### config.mk
export PLATFORM = sky130hd
export DESIGN_NAME = sdec_filter
export DESIGN_NICKNAME = d
export VERILOG_FILES = /design/src/design/sdec_pkg.sv /design/src/design/sdec_stream_if.sv /design/src/design/sdec_fifo.sv /design/src/design/sdec_filter.sv
export SDC_FILE = /design/constraint.sdc
export NUM_CORES = 2
export LEC_CHECK = 0
export BUFFER_PORTS_ARGS = -buffer_cell sky130_fd_sc_hd__buf_2
export CAP_MARGIN = 15
export CORE_MARGIN = 2
export CORE_UTILIZATION = 58
export DETAILED_ROUTE_END_ITERATION = 8
export PLACE_DENSITY = 0.77
export SLEW_MARGIN = 20
export SYNTH_ARGS = -nofsm -noshare
export SYNTH_HDL_FRONTEND = slang
export SYNTH_SLANG_ARGS = --single-unit
### constraint.sdc
create_clock -name REF_CLK -period 12.2 [get_ports REF_CLK]
set_clock_uncertainty 0.05 [all_clocks]
set_input_delay 1.83 -clock REF_CLK [delete_from_list [all_inputs] [get_ports REF_CLK]]
set_output_delay 1.83 -clock REF_CLK [all_outputs]
set_load 0.02 [all_outputs]
### src/design/sdec_pkg.sv
// ----------------------------------------------------------------------------
// shared constants for the sinc4 decimator
// ----------------------------------------------------------------------------
package sdec_pkg;

	// ------------------------------------------------------------------------
	// clock and modulator timing
	// ------------------------------------------------------------------------
	localparam int unsigned CLK_HZ = 25_000_000; // REF_CLK rate
	localparam int unsigned CLK_PERIOD_NS = 40; // REF_CLK period
	localparam int unsigned PH_W = 25; // phase accumulator width, holds CLK_HZ + a rate
	localparam logic [PH_W-1:0] CLK_HZ_V = PH_W'(CLK_HZ);
	localparam int unsigned SAMPLES_PER_NOTCH = 256; // modulator rate over notch
	localparam int unsigned SAMPLES_PER_OUTPUT = 2048; // modulator rate over max output rate
	localparam logic [PH_W-1:0] RATE_50 = 25'd12800; // modulator rate, 50Hz notch
	localparam logic [PH_W-1:0] RATE_5060 = 25'd13960; // modulator rate, 50/60Hz mode
	localparam logic [PH_W-1:0] RATE_60 = 25'd15360; // modulator rate, 60Hz notch
	localparam int unsigned EXT_DIV = 20; // external clock edges per modulator sample
	localparam int unsigned EXT_REF_HZ = 307_200; // external clock that mimics 60Hz mode
	localparam int unsigned CONV_EXT_PERIODS = 41036; // conversion phase in external periods
	localparam int unsigned EXT_TAIL = CONV_EXT_PERIODS - SAMPLES_PER_OUTPUT * EXT_DIV;
	localparam int unsigned EXT_LOSS_DEFAULT = 8192; // idle cycles before external clock is dropped

	// ------------------------------------------------------------------------
	// filter geometry
	// ------------------------------------------------------------------------
	localparam int unsigned SINC_ORDER = 4;
	localparam int unsigned SINC_LEN = SAMPLES_PER_NOTCH; // boxcar length of each stage
	localparam int unsigned CONV_TICKS = SINC_LEN * SINC_ORDER; // one settled conversion
	localparam int unsigned CAL_TICKS = SAMPLES_PER_OUTPUT - CONV_TICKS; // offset phase
	localparam int unsigned ACC_W = 33; // 1 + 4*log2(256) bits of growth
	localparam logic [ACC_W-1:0] ACC_MID = 33'h080000000; // half of full sinc4 gain
	localparam int unsigned RAW_SHIFT = 8; // bits dropped from the centred sum
	localparam int unsigned RAW_W = ACC_W - RAW_SHIFT; // raw result width
	localparam int unsigned RES_W = RAW_W + 1; // delivered result width
	localparam int unsigned TICK_W = 11; // phase tick counter width
	localparam int unsigned FIFO_DEPTH = 16;
	localparam int unsigned LVL_W = 5; // fifo level width

	// ------------------------------------------------------------------------
	// register map (APB, byte addresses)
	// ------------------------------------------------------------------------
	localparam int unsigned APB_AW = 8;
	localparam logic [APB_AW-1:0] ADDR_CTRL = 8'h00;
	localparam logic [APB_AW-1:0] ADDR_STATUS = 8'h04;
	localparam logic [APB_AW-1:0] ADDR_DATA = 8'h08;
	localparam int unsigned CTRL_ENABLE_BIT = 0;
	localparam int unsigned CTRL_SPEED2X_BIT = 1;
	localparam int unsigned CTRL_DUAL_BIT = 2; // 50/60Hz instead of 50Hz while pin is high
	localparam int unsigned ST_AVAIL_BIT = 0;
	localparam int unsigned ST_EXT_BIT = 1;
	localparam int unsigned ST_OVERRUN_BIT = 2;
	localparam int unsigned ST_BUSY_BIT = 3;
	localparam int unsigned ST_LEVEL_LSB = 4;
	localparam int unsigned ST_NOTCH_LSB = 9;
	localparam int unsigned ST_SPEED_BIT = 11;

	// ------------------------------------------------------------------------
	// types
	// ------------------------------------------------------------------------
	typedef enum logic [1:0] {NOTCH_50 = 2'h0, NOTCH_5060 = 2'h1, NOTCH_60 = 2'h2} sdec_notch_type;
	typedef enum {ST_IDLE, ST_CONV, ST_CAL, ST_TAIL, ST_PUSH} sdec_state_type;

endpackage : sdec_pkg

### src/design/sdec_stream_if.sv
`timescale 1ns/1ps
// ----------------------------------------------------------------------------
// valid/ready word stream between the filter and its result fifo
// ----------------------------------------------------------------------------
interface sdec_stream_if #(parameter int unsigned WIDTH = 8);
	logic valid; // word offered
	logic ready; // word accepted when both high
	logic [WIDTH-1:0] data;
	modport src (output valid, output data, input ready);
	modport snk (input valid, input data, output ready);
endinterface : sdec_stream_if

### src/design/sdec_fifo.sv
`timescale 1ns/1ps
// ----------------------------------------------------------------------------
// result fifo, register based
// ----------------------------------------------------------------------------
module sdec_fifo #(
	parameter int unsigned WIDTH = 8,
	parameter int unsigned DEPTH = 16
) (
	input wire logic clk,
	input wire logic reset_n,
	sdec_stream_if.snk wr,
	sdec_stream_if.src rd,
	output logic [$clog2(DEPTH):0] level
);
	localparam int unsigned PW = $clog2(DEPTH);

	logic [WIDTH-1:0] mem [DEPTH]; // storage, no reset needed
	logic [PW-1:0] wr_ptr;
	logic [PW-1:0] rd_ptr;
	logic do_wr;
	logic do_rd;

	// full and empty come straight from the level, so they never lie
	assign wr.ready = (level != (PW+1)'(DEPTH));
	assign rd.valid = (level != '0);
	assign rd.data = mem[rd_ptr];
	assign do_wr = wr.valid & wr.ready;
	assign do_rd = rd.valid & rd.ready;

	// write port
	always_ff @(posedge clk) begin
		if (do_wr) begin
			mem[wr_ptr] <= wr.data;
		end
	end

	// pointers wrap naturally since depth is a power of two
	always_ff @(posedge clk or negedge reset_n) begin
		if (!reset_n) begin
			wr_ptr <= '0;
			rd_ptr <= '0;
		end else begin
			if (do_wr) begin
				wr_ptr <= wr_ptr + 1'b1;
			end
			if (do_rd) begin
				rd_ptr <= rd_ptr + 1'b1;
			end
		end
	end

	// occupancy
	always_ff @(posedge clk or negedge reset_n) begin
		if (!reset_n) begin
			level <= '0;
		end else if (do_wr && !do_rd) begin
			level <= level + 1'b1;
		end else if (do_rd && !do_wr) begin
			level <= level - 1'b1;
		end
	end

endmodule : sdec_fifo

### src/design/sdec_filter.sv
`timescale 1ns/1ps
// Overview of operation
// - modulator runs at 256 notch, 2048 max rate
// - internal rates 12800, 13960, 15360 Hz
// - external clock divided by 20 clocks modulator
// - fourth order sinc decimation of the bitstream
// - 2x speed skips offset calibration phase
// - 2x result is mean of last two raws
// - filter stays predictable up to 150% full scale
// - external conversion phase lasts 41036 periods
// - 307.2kHz external equals internal 60Hz mode
module sdec_filter #(
	parameter int unsigned EXT_LOSS_CYCLES = sdec_pkg::EXT_LOSS_DEFAULT
) (
	input wire logic REF_CLK,
	input wire logic RESET_N,
	input wire logic PSEL,
	input wire logic PENABLE,
	input wire logic PWRITE,
	input wire logic [sdec_pkg::APB_AW-1:0] PADDR,
	input wire logic [31:0] PWDATA,
	output logic [31:0] PRDATA,
	output logic PREADY,
	output logic PSLVERR,
	input wire logic OSC_SELECT_PIN,
	input wire logic MOD_BIT,
	output logic MOD_STROBE
);
	import sdec_pkg::*;

	localparam int unsigned LOSS_W = $clog2(EXT_LOSS_CYCLES) + 1;
	localparam int unsigned DIV_W = 5;
	localparam int unsigned TAIL_W = 8;

	// ------------------------------------------------------------------------
	// helpers
	// ------------------------------------------------------------------------
	// modulator rate for each notch setting
	function automatic logic [PH_W-1:0] notch_rate(input sdec_notch_type n);
		logic [PH_W-1:0] r;
		r = RATE_60;
		unique case (n)
			NOTCH_50: r = RATE_50;
			NOTCH_5060: r = RATE_5060;
			NOTCH_60: r = RATE_60;
		endcase
		return r;
	endfunction : notch_rate

	// centre a full sinc4 sum around zero and drop low bits
	function automatic logic signed [RAW_W-1:0] to_raw(input logic [ACC_W-1:0] s);
		logic [ACC_W-1:0] c;
		c = s - ACC_MID;
		return $signed(c[ACC_W-1:RAW_SHIFT]);
	endfunction : to_raw

	// ------------------------------------------------------------------------
	// declarations
	// ------------------------------------------------------------------------
	logic ctrl_enable; // software run switch
	logic ctrl_speed2x; // software 2x speed request
	logic ctrl_dual; // 50/60Hz instead of 50Hz
	logic overrun; // sticky: samples dropped while fifo full
	logic osc_pin_q; // previous pin level for edge detect
	logic ext_active; // external clock present on the select pin
	logic [LOSS_W-1:0] idle_cnt; // cycles since the last external edge
	logic [DIV_W-1:0] ext_div; // external edge divider
	logic [PH_W-1:0] phase; // internal rate accumulator
	logic [PH_W-1:0] next_phase;
	logic int_tick;
	logic ext_tick;
	logic ext_edge;
	logic mod_tick; // one modulator sample
	sdec_notch_type notch; // notch in force
	sdec_state_type state;
	logic speed_q; // speed mode latched for the frame
	logic [TICK_W-1:0] tick_cnt; // samples in the current phase
	logic [TAIL_W-1:0] tail_cnt; // external periods in the tail
	logic [ACC_W-1:0] integ [SINC_ORDER]; // integrator chain
	logic [ACC_W-1:0] dly [SINC_ORDER]; // comb delays
	logic [ACC_W-1:0] next_integ [SINC_ORDER];
	logic [ACC_W-1:0] comb [SINC_ORDER];
	logic sinc_done; // last sample of a settled window
	logic signed [RAW_W-1:0] conv_raw; // conversion phase result
	logic signed [RAW_W-1:0] prev_raw; // previous raw, 2x mode
	logic have_prev;
	logic signed [RES_W-1:0] result; // word waiting for the fifo
	logic signed [RES_W-1:0] next_avg;
	logic [LVL_W-1:0] fifo_level;
	logic apb_setup;
	logic apb_access;
	logic addr_ok;

	sdec_stream_if #(.WIDTH(RES_W)) push_if ();
	sdec_stream_if #(.WIDTH(RES_W)) pop_if ();

	// ------------------------------------------------------------------------
	// sample clock generation
	// ------------------------------------------------------------------------
	// the party holds the pin low for 60Hz; high picks 50 or 50/60 from control
	always_comb begin
		if (!OSC_SELECT_PIN) begin
			notch = NOTCH_60;
		end else if (ctrl_dual) begin
			notch = NOTCH_5060;
		end else begin
			notch = NOTCH_50;
		end
	end

	// fractional divider keeps the exact average rate from a 25MHz clock
	always_comb begin
		next_phase = phase + notch_rate(notch);
		int_tick = 1'b0;
		if (next_phase >= CLK_HZ_V) begin
			next_phase = next_phase - CLK_HZ_V;
			int_tick = 1'b1;
		end
	end

	always_ff @(posedge REF_CLK or negedge RESET_N) begin
		if (!RESET_N) begin
			phase <= '0;
		end else begin
			phase <= next_phase;
		end
	end

	assign ext_edge = OSC_SELECT_PIN & ~osc_pin_q;

	// a toggling pin means an external clock; silence drops back to internal
	always_ff @(posedge REF_CLK or negedge RESET_N) begin
		if (!RESET_N) begin
			osc_pin_q <= 1'b1; // high: a pin held high through reset is no false edge
			ext_active <= 1'b0;
			idle_cnt <= '0;
		end else begin
			osc_pin_q <= OSC_SELECT_PIN;
			if (ext_edge) begin
				ext_active <= 1'b1;
				idle_cnt <= '0;
			end else if (idle_cnt == LOSS_W'(EXT_LOSS_CYCLES - 1)) begin
				ext_active <= 1'b0;
			end else begin
				idle_cnt <= idle_cnt + 1'b1;
			end
		end
	end

	// every twentieth external edge is one modulator sample
	always_ff @(posedge REF_CLK or negedge RESET_N) begin
		if (!RESET_N) begin
			ext_div <= '0;
		end else if (ext_edge) begin
			ext_div <= (ext_div == DIV_W'(EXT_DIV - 1)) ? '0 : ext_div + 1'b1;
		end
	end

	assign ext_tick = ext_edge & (ext_div == DIV_W'(EXT_DIV - 1));
	assign mod_tick = ext_active ? ext_tick : int_tick;

	// strobe to the modulator, only while a phase consumes samples
	always_ff @(posedge REF_CLK or negedge RESET_N) begin
		if (!RESET_N) begin
			MOD_STROBE <= 1'b0;
		end else begin
			MOD_STROBE <= mod_tick & ((state == ST_CONV) | (state == ST_CAL));
		end
	end

	// ------------------------------------------------------------------------
	// sinc4 datapath
	// ------------------------------------------------------------------------
	// integrators wrap modulo 2^33 and the combs undo it exactly, so even an
	// overranged bit density gives a bounded, repeatable result
	always_comb begin
		next_integ[0] = integ[0] + ACC_W'(MOD_BIT);
		for (int k = 1; k < SINC_ORDER; k++) begin
			next_integ[k] = integ[k] + next_integ[k-1];
		end
		comb[0] = next_integ[SINC_ORDER-1] - dly[0];
		for (int k = 1; k < SINC_ORDER; k++) begin
			comb[k] = comb[k-1] - dly[k];
		end
	end

	// the window closes on the last sample of a settled conversion
	assign sinc_done = mod_tick & (tick_cnt == TICK_W'(CONV_TICKS - 1));

	// integrators and combs, cleared whenever neither the conversion nor the offset phase runs
	always_ff @(posedge REF_CLK or negedge RESET_N) begin
		if (!RESET_N) begin
			for (int k = 0; k < SINC_ORDER; k++) begin
				integ[k] <= '0;
				dly[k] <= '0;
			end
		end else if ((state == ST_CONV) || (state == ST_CAL)) begin
			if (mod_tick) begin
				integ <= next_integ;
				if (tick_cnt[7:0] == 8'hff) begin
					dly[0] <= next_integ[SINC_ORDER-1];
					for (int k = 1; k < SINC_ORDER; k++) begin
						dly[k] <= comb[k-1];
					end
				end
			end
		end else begin
			for (int k = 0; k < SINC_ORDER; k++) begin
				integ[k] <= '0;
				dly[k] <= '0;
			end
		end
	end

	// full precision sum, then one arithmetic shift
	assign next_avg = RES_W'((RES_W'(prev_raw) + RES_W'(to_raw(comb[SINC_ORDER-1]))) >>> 1);

	// ------------------------------------------------------------------------
	// conversion sequencer
	// ------------------------------------------------------------------------
	always_ff @(posedge REF_CLK or negedge RESET_N) begin
		if (!RESET_N) begin
			state <= ST_IDLE;
			speed_q <= 1'b0;
			tick_cnt <= '0;
			tail_cnt <= '0;
			conv_raw <= '0;
			prev_raw <= '0;
			have_prev <= 1'b0;
			result <= '0;
		end else if (!ctrl_enable && (state != ST_PUSH)) begin
			// stopping mid frame drops it; a pending word still goes out
			state <= ST_IDLE;
			tick_cnt <= '0;
			have_prev <= 1'b0;
		end else begin
			unique case (state)
				ST_IDLE: begin
					speed_q <= ctrl_speed2x;
					tick_cnt <= '0;
					tail_cnt <= '0;
					state <= ST_CONV;
				end
				ST_CONV: begin
					if (mod_tick) begin
						tick_cnt <= tick_cnt + 1'b1;
					end
					if (sinc_done) begin
						tick_cnt <= '0;
						if (speed_q) begin
							// no offset phase: one result per raw after the first
							prev_raw <= to_raw(comb[SINC_ORDER-1]);
							have_prev <= 1'b1;
							result <= next_avg;
							state <= have_prev ? ST_PUSH : ST_CONV;
						end else begin
							conv_raw <= to_raw(comb[SINC_ORDER-1]);
							state <= ST_CAL;
						end
					end
				end
				ST_CAL: begin
					if (mod_tick) begin
						tick_cnt <= tick_cnt + 1'b1;
					end
					// offset phase takes the rest of the 2048 sample frame
					if (mod_tick && (tick_cnt == TICK_W'(CAL_TICKS - 1))) begin
						tick_cnt <= '0;
						result <= RES_W'(conv_raw) - RES_W'(to_raw(comb[SINC_ORDER-1]));
						state <= ext_active ? ST_TAIL : ST_PUSH;
					end
				end
				ST_TAIL: begin
					// stretch the phase to 41036 external periods
					if (ext_edge) begin
						tail_cnt <= tail_cnt + 1'b1;
					end
					if (!ext_active || (ext_edge && (tail_cnt == TAIL_W'(EXT_TAIL - 1)))) begin
						tail_cnt <= '0;
						state <= ST_PUSH;
					end
				end
				ST_PUSH: begin
					// a full fifo holds the sequencer here
					if (push_if.ready) begin
						speed_q <= ctrl_speed2x;
						have_prev <= have_prev & (speed_q == ctrl_speed2x);
						state <= ctrl_enable ? ST_CONV : ST_IDLE;
					end
				end
			endcase
		end
	end

	assign push_if.valid = (state == ST_PUSH);
	assign push_if.data = result;

	// ------------------------------------------------------------------------
	// result fifo
	// ------------------------------------------------------------------------
	sdec_fifo #(
		.WIDTH(RES_W),
		.DEPTH(FIFO_DEPTH)
	) u_fifo (
		.clk(REF_CLK),
		.reset_n(RESET_N),
		.wr(push_if.snk),
		.rd(pop_if.src),
		.level(fifo_level)
	);

	// ------------------------------------------------------------------------
	// APB slave
	// ------------------------------------------------------------------------
	assign apb_setup = PSEL & ~PENABLE;
	assign apb_access = PSEL & PENABLE;
	assign addr_ok = (PADDR == ADDR_CTRL) | (PADDR == ADDR_STATUS) | (PADDR == ADDR_DATA);
	assign PREADY = 1'b1; // zero wait states
	assign PSLVERR = apb_access & ~addr_ok;
	// a data read completes and pops the word captured during setup
	assign pop_if.ready = apb_access & ~PWRITE & (PADDR == ADDR_DATA);

	// control register
	always_ff @(posedge REF_CLK or negedge RESET_N) begin
		if (!RESET_N) begin
			ctrl_enable <= 1'b0;
			ctrl_speed2x <= 1'b0;
			ctrl_dual <= 1'b0;
		end else if (apb_access && PWRITE && (PADDR == ADDR_CTRL)) begin
			ctrl_enable <= PWDATA[CTRL_ENABLE_BIT];
			ctrl_speed2x <= PWDATA[CTRL_SPEED2X_BIT];
			ctrl_dual <= PWDATA[CTRL_DUAL_BIT];
		end
	end

	// overrun: a sample while stalled sets it, writing one clears, set wins
	always_ff @(posedge REF_CLK or negedge RESET_N) begin
		if (!RESET_N) begin
			overrun <= 1'b0;
		end else if ((state == ST_PUSH) && !push_if.ready && mod_tick) begin
			overrun <= 1'b1;
		end else if (apb_access && PWRITE && (PADDR == ADDR_STATUS) && PWDATA[ST_OVERRUN_BIT]) begin
			overrun <= 1'b0;
		end
	end

	// read data is captured in the setup cycle so it stands as a flop output
	always_ff @(posedge REF_CLK or negedge RESET_N) begin
		if (!RESET_N) begin
			PRDATA <= '0;
		end else if (apb_setup && !PWRITE) begin
			PRDATA <= '0;
			unique case (PADDR)
				ADDR_CTRL: begin
					PRDATA[CTRL_ENABLE_BIT] <= ctrl_enable;
					PRDATA[CTRL_SPEED2X_BIT] <= ctrl_speed2x;
					PRDATA[CTRL_DUAL_BIT] <= ctrl_dual;
				end
				ADDR_STATUS: begin
					PRDATA[ST_AVAIL_BIT] <= pop_if.valid;
					PRDATA[ST_EXT_BIT] <= ext_active;
					PRDATA[ST_OVERRUN_BIT] <= overrun;
					PRDATA[ST_BUSY_BIT] <= (state != ST_IDLE);
					PRDATA[ST_LEVEL_LSB +: LVL_W] <= fifo_level;
					PRDATA[ST_NOTCH_LSB +: 2] <= notch;
					PRDATA[ST_SPEED_BIT] <= speed_q;
				end
				ADDR_DATA: begin
					if (pop_if.valid) begin
						PRDATA <= 32'(signed'(pop_if.data));
					end
				end
				default: begin
					PRDATA <= '0;
				end
			endcase
		end
	end

endmodule : sdec_filter

==> metrics.md <==
| Metric | Value |
|---|---|
| Cell repeated most along the worst path | `ha_4` |
| Outcome | `finished with violations` |
| Area of the mapped netlist | `slightly below 50000 um^2` |
| Final cell utilization of the core | `between 70 and 80%` |
| Synth unique cells | `90` |
| DRT Pass-1 Iters | `8` |
| Critical Path RT | `roughly 13 ns` |
| CP max-delay cell | `or3_1` |
| Post-DP HPWL | `78.31 mm` |
| Global-route wire length before repair | `~210 mm` |
| Slew @ Worst Pin | `1.138 ns` |
| Sequential area share after synthesis | `~48%` |
| DR iter-0 viols | `around 3300` |
| R2R cell count | `between 60 and 70` |
| Clock-pin slew on the worst setup and hold paths | `0.07 ns` |
| Number of cells on the worst hold path | `2` |
| P&R area growth vs syn | `27.34%` |
| Layout filler cell count | `a little over 5000` |
| Fin cells | `about 6800` |
| Num rows | `106` |
| # setup viols final | `15` |
| Setup crit start kind | `input pin` |
| Die width | `295.3 um` |
| Post-synth EDFFs | `between 400 and 500` |
| Vias | `a little over 40000` |
| Routability cong. | `~0.86` |
| Clock sink total | `slightly below 900` |
| GRT Total Usage | `between 20 and 30%` |
| Flops & latches, synth | `just under 900` |
| Core Box Area | `roughly 84000 um^2` |
| Routed vias/inst | `6.043` |
| Hold Slack | `0.4323 ns` |
| Most frequent cells in the layout | `buf_4, nand2_1, dfrtp_1` |
| Initial antenna violation count | `3` |
| Critical path class | `in2reg` |
| Setup slack after layout | `-1.592 ns` |
| Overflow after GRT | `0` |
| CTS root buffer | `clkbuf_16` |
| IO buf count | `51` |
| Total number of yosys warnings | `0` |
| Hold Path End | `PRDATA[5]` |
| Reg area | `about 24000 um^2` |
| Worst Setup End Kind | `register` |
| Area occupied by multi-input gates | `26350 um^2` |
| I/O pin cnt | `slightly above 80` |
| Initial Util | `58.70%` |
| Crit-path max cell delay | `approximately 0.4 ns` |
| RSZ-0062 raised after global routing | `yes` |
| CP arrival | `~14 ns` |
| Chip height | `between 200 and 300 um` |
| Final wirelength | `between 100 and 150 mm` |
| F_max | `roughly 73 MHz` |
| Placed Cells | `around 6500` |
| Failing checks | `setup timing` |
| Syn nets | `approximately 5100` |
| FF-to-FF setup slack | `-0.79 ns` |
| RR Startpoint | `integ[99]` |
| Synth async-reset ratio | `between 50% and 60%` |
| Clock latency on the worst-skew pair | `slightly below 0.7 ns` |
| Nets | `between 5000 and 6000` |
| Synth Instances | `4734` |
| Routed Antenna Nets | `0` |
| DIE AREA | `just under 90000 um^2` |
| Ant. Diodes | `0` |
| Number of global-route vias before repair | `39840` |
| Hold path start | `PRDATA[5]` |
| Syn Area/Cell | `10.39 um^2` |
| H-tree levels | `3` |
| Max-Cap Viols | `0` |
| Reg2reg end | `push_if.data[23]` |
| Worst Hold Class | `reg2reg` |
| Critical path launch point | `MOD_BIT` |
| Primary FF master, synth | `dfrtp_1` |
| Clock buffer count from CTS | `91` |
| Slew HR | `approximately a quarter` |
| CTS max path bufs | `3` |
| Layout cell share with drive strength beyond 1 | `between 20% and 30%` |
| Max Transition Viols Final | `0` |
| Residual DRC | `0` |
| Period utilisation layout | `113.0%` |
| Final Hold Fails | `0` |
| CTS tree | `yes` |
| Hold_buf cts | `0` |
| Min Tclk post-route | `13.79 ns` |
| Commonest non-fill, non-tap cell in the layout | `buf_4` |
| Largest net degree at the start of global routing | `between 150 and 200` |
| Crit path max fanout | `4` |
| Setup TNS | `-11.67 ns` |
| Routed WL per cell | `just over 20 um` |
## sequential cells by signal, indices dropped and copies added, names as in the netlist, 14 cells and up
| signal | cells |
|---|---|
| phase | 22 |
| idle_cnt | 14 |
| dly | 132 |
| prev_raw | 25 |
| push_if.data | 26 |
| integ | 132 |
| u_fifo.mem | 416 |
| conv_raw | 25 |
| PRDATA | 26 |
## cell families (layout without fill, tap and decap cells)
kind of cell | after synthesis | count (layout) | synth area share [%]
and+or+nand+nor | 1447 | 1447 | 13.03
AOI/OAI and AO/OA | 1130 | 1130 | 13.92
DFF | 867 | 867 | 48.33
buffers and inverters | 428 | 1337 | 3.351
xor gates and xnor gates | 359 | 359 | 6.510
adders and majority gates | 344 | 344 | 8.854
muxes | 158 | 158 | 5.993
other | 1 | 1 | 0.007621
## per-stage QoR
stage	area [um^2]	setup slack [ns]
after floorplan	49650	-0.9315
after global placement	56280	-1.604
after detailed placement	56280	-1.880
after CTS	60920	-0.7479
after global routing	62660	-2.115
final	62660	-1.592
## metal layers
layer  global-route usage [%]  wire (um)
met2                    52.47      70700
met4                    12.52       7441
met5                        0         33
met1                    36.92      52710
met3                    4.420       9313
## critical path: cells and delay by family
family                     cells  cell delay [ns]
buffers and inverters          6             0.72
AOI/OAI and AO/OA             26             5.25
adders and majority gates     11             2.85
and+or+nand+nor               15             2.43
xor gates and xnor gates       8             1.18
## worst max path at each step
| stage | end | slack [ns] | depth (start not counted) |
|---|---|---|---|
| CTS | push_if.data[25] | -0.75 | 63 |
| floorplan | push_if.data[25] | -0.93 | 62 |
| finish | push_if.data[23] | -1.59 | 66 |
| global placement | push_if.data[24] | -1.60 | 62 |
| global route | push_if.data[23] | -2.11 | 65 |
| detailed placement | push_if.data[24] | -1.88 | 66 |
## synthesized netlist by cell type (9+ instances only)
master    count  area [um^2]
nand2_1     702         2635
a21oi_1     468         2342
dfrtp_1     450        11260
edfxtp_1    416        12490
ha_1        329         4116
nor2_1      314         1179
inv_1       249        934.7
o21ai_0     231         1156
xnor2_1     220         1927
clkbuf_1    143        536.8
xor2_1      133         1165
mux4_2      107         2410
a21o_1       90        675.7
nor3_1       74        370.4
nand3_1      71        355.3
nor2b_1      55        344.1
a211oi_1     51        382.9
and3_1       43        269.0
nand2b_1     42        262.8
o21a_1       40        300.3
o21bai_1     37        277.8
a31oi_1      33        206.5
and2_1       32        200.2
nand4_1      32        200.2
mux2i_1      28        280.3
o31ai_1      24        180.2
mux2_2       23        259.0
or3_1        23        143.9
a21boi_0     21        157.7
buf_1        16        60.06
buf_2        13        65.06
or2_2        13        81.33
o31a_1       12        105.1
a22oi_1      11        82.58
fa_1          9        180.2
nor4_1        9        56.30
## what timing repair did
item,CTS,global route
cloned,0,0
pin swaps,154,185
buffers inserted,67,56
gates resized for setup,179,276
setup endpoints to repair,20,32
## layout make-up
type,count,area share [%]
Multi-Input combinational cell,3439,42.06
Inverter,249,1.500
Tap cell,1134,2.265
Clock buffer,118,4.004
Clock inverter,52,1.108
Timing Repair Buffer,918,11.09
Sequential cell,867,37.97
Power is left out: the tool's default activity adds up to more than one toggle a clock period on the data nets, which glitch-free logic cannot reach.
